--- src/hw/dpt_pkg.sv ---
// Package for the dual-port RAM test logic: field positions, sizes, carriers.
// Assumes a single core clock and synchronous internal I/O bus accesses.
package dpt_pkg;
	// ==========================================================
	// Field positions
	localparam int DPT_PTR_BITS = 6; // Pointer width
	localparam int DPT_WRAP_POS = 6; // Wrap bit in pointer read
	localparam int DPT_FLAG_POS = 7; // Status bit in pointer read
	localparam int DPT_CTL_QUAD_POS = 0; // Quad-write bit in control
	localparam int DPT_CTL_STRESS_POS = 1; // Stress bit in control
	localparam int DPT_CTL_TEST_POS = 2; // Test-mode bit in control
	// ==========================================================
	// Reset values
	localparam logic [7:0] DPT_CTL_RESET = 8'h00; // Control reset
	localparam logic [6:0] DPT_PTR_RESET = 7'h00; // Pointer reset
	// ==========================================================
	// Timing (tester side, informative)
	localparam int DPT_STRESS_NS = 500; // Least stress hold
	localparam int DPT_CLK_NS = 8; // Clock period
	localparam int DPT_STRESS_CYC = (DPT_STRESS_NS + DPT_CLK_NS - 1) / DPT_CLK_NS;
	// ==========================================================
	// Destination bus write carrier
	typedef struct packed {
		logic wen_n; // Destination write strobe, active low
		logic [7:0] addr; // Destination address
		logic [7:0] data; // Destination data
	} dpt_dest_s;
endpackage

--- src/hw/dpt_ram_cell.sv ---
// Byte-wide dual-port RAM cell with stress-lock.
// Assumes destination writes last one cycle and the stress bit is a level.
`timescale 1ns/100ps
`default_nettype none
module dpt_ram_cell #(
	parameter int AW = 6
) (
	input wire logic core_clk,
	input wire logic rst,
	input wire logic sel, // Destination bus selects this cell
	input wire dpt_pkg::dpt_dest_s dest, // Destination bus write
	input wire logic stress_bit, // Stress mode enable
	input wire logic [AW-1:0] rd_addr, // Source side address
	output logic [7:0] rd_data, // Source side data
	output logic locked, // Lock state
	output logic test_in // RAM cell test input
);
	// ==========================================================
	// Storage
	logic [7:0] mem [0:(1<<AW)-1]; // Byte store
	logic [7:0] lock_data_reg; // Latched data
	logic [AW-1:0] lock_addr_reg; // Latched address
	logic locked_reg; // Lock state
	logic dest_wr; // Write from destination bus

	assign dest_wr = sel && !dest.wen_n && !locked_reg;

	// Lock entry and release
	always_ff @(posedge core_clk) begin
		if (rst || !stress_bit) begin
			locked_reg <= 1'b0;
		end else if (dest_wr) begin
			locked_reg <= 1'b1;
		end
	end

	// Latch data and address on lock entry
	always_ff @(posedge core_clk) begin
		if (rst) begin
			lock_data_reg <= 8'h00;
			lock_addr_reg <= '0;
		end else if (dest_wr && stress_bit) begin
			lock_data_reg <= dest.data;
			lock_addr_reg <= dest.addr[AW-1:0];
		end
	end

	// Normal write, or the stretched write held while locked; the latched
	// byte equals the preload, since a sound cell resists the complement
	always_ff @(posedge core_clk) begin
		if (dest_wr) begin
			mem[dest.addr[AW-1:0]] <= dest.data;
		end else if (locked_reg) begin
			mem[lock_addr_reg] <= lock_data_reg;
		end
	end

	// Source side keeps working in every state
	always_ff @(posedge core_clk) begin
		if (rst) begin
			rd_data <= 8'h00;
		end else begin
			rd_data <= mem[rd_addr];
		end
	end

	assign locked = locked_reg;
	assign test_in = locked_reg;
endmodule
`default_nettype wire

--- src/hw/dpt_test_top.sv ---
// Dual-port RAM test logic: FIFO quad-write, pointer reads, stress locks.
// Assumes internal I/O bus accesses are one-cycle strobes on core_clk.
`timescale 1ns/100ps
`default_nettype none
module dpt_test_top #(
	parameter int AW = 6
) (
	input wire logic core_clk,
	input wire logic rst,
	input wire logic ctl_wr, // Write to chip_test_control_reg
	input wire logic data_wr, // Write to fifo_data_port
	input wire logic wptr_wr, // Write to fifo_write_pointer
	input wire logic rptr_wr, // Write to fifo_read_pointer
	input wire logic data_rd, // Read of fifo_data_port
	input wire logic wptr_rd, // Read of fifo_write_pointer
	input wire logic rptr_rd, // Read of fifo_read_pointer
	input wire logic scratch_wr, // Write to scratch RAM
	input wire logic scratch_rd, // Read of scratch RAM
	input wire logic scb_wr, // Write to control-block RAM
	input wire logic scb_rd, // Read of control-block RAM
	input wire dpt_pkg::dpt_dest_s dest_bus, // Destination data/address/strobe
	input wire logic fifo_data_holding_flag, // FIFO status from data path
	output logic [7:0] source_read_bus, // Source data bus
	output logic quad_write_test_bit, // Quad mode
	output logic ram_stress_bit, // Stress mode
	output logic [2:0] stress_lock_state, // Locks: fifo, scratch, scb
	output logic [2:0] ram_test_in // Cell test inputs
);
	// ==========================================================
	// Control and pointers
	logic [7:0] ctl_reg; // chip_test_control_reg
	logic [6:0] wptr_reg; // Write pointer with wrap bit
	logic [6:0] rptr_reg; // Read pointer with wrap bit
	logic test_mode; // Test mode bit
	logic [1:0] rd_src_reg; // Source mux select
	logic rd_pend_reg; // A RAM read was taken last cycle
	logic [1:0] lane_reg; // FIFO lane of that read
	logic [7:0] q_rd [0:3]; // FIFO lane read data
	logic [7:0] s_rd; // Scratch read data
	logic [7:0] c_rd; // Control-block read data
	logic [3:0] q_lock; // FIFO lane locks
	logic [3:0] q_tst; // FIFO lane test inputs
	logic [3:0] q_sel; // FIFO lane selects
	dpt_pkg::dpt_dest_s fifo_dest; // FIFO lane write bus

	assign test_mode = ctl_reg[dpt_pkg::DPT_CTL_TEST_POS];
	assign quad_write_test_bit = ctl_reg[dpt_pkg::DPT_CTL_QUAD_POS];
	assign ram_stress_bit = ctl_reg[dpt_pkg::DPT_CTL_STRESS_POS];

	// Control register write
	always_ff @(posedge core_clk) begin
		if (rst) begin
			ctl_reg <= dpt_pkg::DPT_CTL_RESET;
		end else if (ctl_wr) begin
			ctl_reg <= dest_bus.data;
		end
	end

	// Write pointer: loads, or advances after each data write
	always_ff @(posedge core_clk) begin
		if (rst) begin
			wptr_reg <= dpt_pkg::DPT_PTR_RESET;
		end else if (wptr_wr) begin
			wptr_reg <= {1'b0, dest_bus.data[5:0]};
		end else if (data_wr) begin
			wptr_reg <= wptr_reg + 7'h01;
		end
	end

	// Read pointer: loaded by software, or advances after each data read
	always_ff @(posedge core_clk) begin
		if (rst) begin
			rptr_reg <= dpt_pkg::DPT_PTR_RESET;
		end else if (rptr_wr) begin
			rptr_reg <= {1'b0, dest_bus.data[5:0]};
		end else if (data_rd) begin
			rptr_reg <= rptr_reg + 7'h01;
		end
	end

	// FIFO four lanes; quad mode selects all four
	always_comb begin
		fifo_dest = dest_bus;
		fifo_dest.addr = {2'b00, wptr_reg[5:0]};
		q_sel = quad_write_test_bit ? 4'hF : 4'h1;
		if (!data_wr) begin
			q_sel = 4'h0;
		end
	end

	// One cell per FIFO lane, each with its own lock
	genvar g;
	generate
		for (g = 0; g < 4; g++) begin : lane
			dpt_ram_cell #(.AW(AW)) u_cell (
				.core_clk(core_clk),
				.rst(rst),
				.sel(q_sel[g]),
				.dest(fifo_dest),
				.stress_bit(ram_stress_bit),
				.rd_addr(rptr_reg[AW-1:0]),
				.rd_data(q_rd[g]),
				.locked(q_lock[g]),
				.test_in(q_tst[g])
			);
		end
	endgenerate

	// Scratch RAM with lock
	dpt_ram_cell #(.AW(AW)) u_scratch (
		.core_clk(core_clk),
		.rst(rst),
		.sel(scratch_wr),
		.dest(dest_bus),
		.stress_bit(ram_stress_bit),
		.rd_addr(dest_bus.addr[AW-1:0]),
		.rd_data(s_rd),
		.locked(stress_lock_state[1]),
		.test_in(ram_test_in[1])
	);

	// Control-block RAM with lock
	dpt_ram_cell #(.AW(AW)) u_scb (
		.core_clk(core_clk),
		.rst(rst),
		.sel(scb_wr),
		.dest(dest_bus),
		.stress_bit(ram_stress_bit),
		.rd_addr(dest_bus.addr[AW-1:0]),
		.rd_data(c_rd),
		.locked(stress_lock_state[2]),
		.test_in(ram_test_in[2])
	);

	assign stress_lock_state[0] = |q_lock;
	assign ram_test_in[0] = |q_tst;

	// Remember which RAM a read addressed
	always_ff @(posedge core_clk) begin
		if (rst) begin
			rd_src_reg <= 2'b00;
		end else if (scratch_rd) begin
			rd_src_reg <= 2'b01;
		end else if (scb_rd) begin
			rd_src_reg <= 2'b10;
		end else if (data_rd) begin
			rd_src_reg <= 2'b00;
		end
	end

	// Flag a RAM read so its byte is loaded once and then held;
	// the lane is kept since the read pointer has moved on by then
	always_ff @(posedge core_clk) begin
		if (rst) begin
			rd_pend_reg <= 1'b0;
			lane_reg <= 2'b00;
		end else begin
			rd_pend_reg <= scratch_rd || scb_rd || data_rd;
			lane_reg <= rptr_reg[1:0];
		end
	end

	// Source bus: pointer reads and RAM read-back
	always_ff @(posedge core_clk) begin
		if (rst) begin
			source_read_bus <= 8'h00;
		end else if (wptr_rd) begin
			source_read_bus <= {test_mode & stress_lock_state[0],
				test_mode & wptr_reg[6], wptr_reg[5:0]};
		end else if (rptr_rd) begin
			source_read_bus <= {test_mode & fifo_data_holding_flag,
				test_mode & rptr_reg[6], rptr_reg[5:0]};
		end else if (rd_pend_reg) begin
			case (rd_src_reg)
				2'b01: source_read_bus <= s_rd;
				2'b10: source_read_bus <= c_rd;
				default: source_read_bus <= q_rd[lane_reg];
			endcase
		end
	end
endmodule
`default_nettype wire

--- config.mk ---
export PLATFORM = sky130hd
export DESIGN_NAME = dpt_test_top
export DESIGN_NICKNAME = d
export VERILOG_FILES = /design/src/hw/dpt_pkg.sv /design/src/hw/dpt_ram_cell.sv /design/src/hw/dpt_test_top.sv
export SDC_FILE = /design/constraint.sdc
export NUM_CORES = 2
export LEC_CHECK = 0
export ABC_AREA = 1
export BUFFER_PORTS_ARGS = -buffer_cell sky130_fd_sc_hd__buf_2
export CORE_ASPECT_RATIO = 0.8
export CORE_UTILIZATION = 45
export CTS_BUF_LIST = sky130_fd_sc_hd__clkbuf_4 sky130_fd_sc_hd__clkbuf_8 sky130_fd_sc_hd__clkbuf_16
export DETAILED_ROUTE_END_ITERATION = 7
export GPL_ROUTABILITY_DRIVEN = 0
export MAX_ROUTING_LAYER = met4
export PLACE_DENSITY = 0.72
export SETUP_SLACK_MARGIN = 0.4
export SYNTH_ARGS = -nofsm -noshare
export SYNTH_HDL_FRONTEND = slang
export SYNTH_SLANG_ARGS = --single-unit
--- constraint.sdc ---
create_clock -name core_clk -period 4.8 [get_ports core_clk]
set_clock_uncertainty 0.15 [all_clocks]
set_input_delay 0.96 -clock core_clk [delete_from_list [all_inputs] [get_ports core_clk]]
set_output_delay 0.96 -clock core_clk [all_outputs]
set_load 0.02 [all_outputs]
==> metrics.txt <==
hold path cells 2; most common cell after layout, fill and taps aside edfxtp_1; Overall Power ~60 mW; Largest Register lane.u_cell.mem; most frequent cells in the layout edfxtp_1, nand2_1, nor2_1, nand3_1, o21ai_0; Crit. End Element register; first-pass GRT wire length 503000 µm; crit-path max FO 9; final setup fails 0; class of the worst hold path primary input to register; critical path class register to register; power per cell area around 400 nW/µm²; root buf cell clkbuf_16; setup TNS 0 ps; filler cell count roughly 25000; worst r2r src lane[0].u_cell.locked; post-CTS setup repair buffer count 0; CTS tree yes; final wirelength between 300000 and 400000 µm; Sequential Area around 96000 µm²; Max-cap violations 0; Pre-antenna DRT Iters 6; antenna violations before repair 1; die area around 300000 µm²; clock latency on the worst-skew pair around 860 ps; grt ovf 0; Worst Reg-to-Reg Cells 5; P&R area growth vs syn 10.8%; status finished, final reports clean; Worst Tran Pin Value 1350 ps; number of buffers added on ports 44; worst r2r dst lane[0].u_cell.mem[24][4]; commonest register cell after synthesis edfxtp_1; crit path DAT 4310 ps; clock sinks between 3000 and 4000; fin crit share between 80% and 90%; Syn Nets approximately 12000; Setup WS pre-CTS roughly 560 ps; Initial Util between 40 and 50%; CTS Buffer Depth 4; vias per cell 5.50; nets around 12000; hold_ws 143 ps; Vias roughly 89000; worst path required time 5120 ps; Final Hold Vio Count 0; max_slew headroom under 10%; largest net degree at the start of global routing about 280; Worst Slack Setup Final roughly 800 ps; sequential area share after synthesis 71.6%; multi-input combinational cell area roughly 33000 µm²; CTS Hold Buffers Added 0; Netlist cell types 42; #FFs+latches synth between 3000 and 4000; biggest regs lane.u_cell.mem (2048), u_scb.mem (512), u_scratch.mem (512); ANT nets after route 0; Setup crit end lane[0].u_cell.mem[24][4]; vias in the first global route ~83000; unrepaired setup endpoints after global routing false; Largest register FFs approximately 2000; synthesized instance count between 10000 and 15000; P_leak about 53 nW; CP Launch Point lane[0].u_cell.locked; # rows 178; Synth Area per Inst 11.2 µm²; Final Max Slew Viols 0; Initial DRC Count between 10000 and 15000; Post-synth EDFFs 3072; GRT Util Overall between 20% and 30%; Max rail drop VDD 0.494 mV; Min Clock Period, post-route ~4000 ps; Worst-path clk slew around 70 ps; Die Y-Extent around 500 µm; highest clock rate 0.250 GHz; Detail Placement HPWL 195000 µm; Ys Warns 0; die width between 600 and 700 µm; # resized after CTS 0; Remaining DRCs 0; R2R Setup Slk between 800 and 900 ps; CP Launch Type register; htree depth 5; Async S/R FF share, synth 0%; cell area after synthesis between 100000 and 150000 µm²; DR WL/cell 20.7 µm; core area 295000 µm²; I/O pin cnt 47; layout cells sized above 1 between 8 and 9%; clock buffer count from CTS 298
## cell families (layout without fill, tap and decap cells)
kind of cell	count (synthesis)	after routing	synth area share (%)
simple gates	6357	6357	19.5
flops	3240	3240	71.6
compound gates	1281	1281	4.95
buf+inv	1074	1245	3.91
xor+xnor	5	5	0.0328
fa+ha+maj	4	4	0.0375
other cells	0	2	0
## worst max-delay path, stage by stage, from the launching register on
cell and delay, ps:
dfxtp_1 480, inv_1 210, or2_2 300, o21ai_0 460, nand4_1 1040, nor2_1 960
## worst min path at each step
stage	from	endpoint
after floorplan	rd_src_reg[0]	rd_src_reg[0]
after global placement	source_read_bus[0]	source_read_bus[0]
after detailed placement	source_read_bus[0]	source_read_bus[0]
after CTS	scratch_rd	rd_src_reg[1]
after global routing	scratch_rd	rd_src_reg[1]
final	scratch_rd	rd_src_reg[1]
## Yosys cell counts, drive strengths merged (8+ instances only)
library cell  instances  share of area, %
and3                  8             0.037
clkinv                9             0.025
nor2               1875               5.3
nand2              2909               8.2
a21oi               293               1.1
dfxtp               168               2.5
clkbuf              274              0.77
nor4                 13             0.061
nand3              1431               5.4
o21ai               912               3.4
nor3                 13             0.067
o211ai               56              0.31
edfxtp             3072                69
inv                 344              0.97
or2                  57              0.27
buf                 447               2.1
nand4                49              0.23
## power breakdown
group	switching [mW]	internal, mW
clock	10.3	13.4
combinational	3.11	0.989
sequential	0.122	31.1
## cell type report
type                    count  share of cell area (%)
diodes                      2                 0.00338
flip-flops and latches   3240                    64.6
clock buffers             378                    5.59
clock inverters           145                   0.885
repair buffers            369                    2.09
well taps                3960                    3.35
inverters                 353                   0.940
multi-input cells        7647                    22.5
## per-layer routing
layer | vias up | track usage, % | share of wire (%)
li1 | 41200 | - | -
met1 | 42400 | 31.5 | 42
met2 | 4346 | 33.4 | 45
met3 | 614 | 3.66 | 10
met4 | 0 | 7.27 | 3.3
met5 | - | - | 0
## stage by stage
stage	cell area, µm²	std cells	util [%]
after CTS	148000	16100	50.2
final	148000	16100	50.2
after global placement	138000	15600	47.0
after detailed placement	138000	15600	47.0
after global routing	148000	16100	50.2
after floorplan	134000	12000	-
No activity file was read; power rests on OpenSTA's default activity.
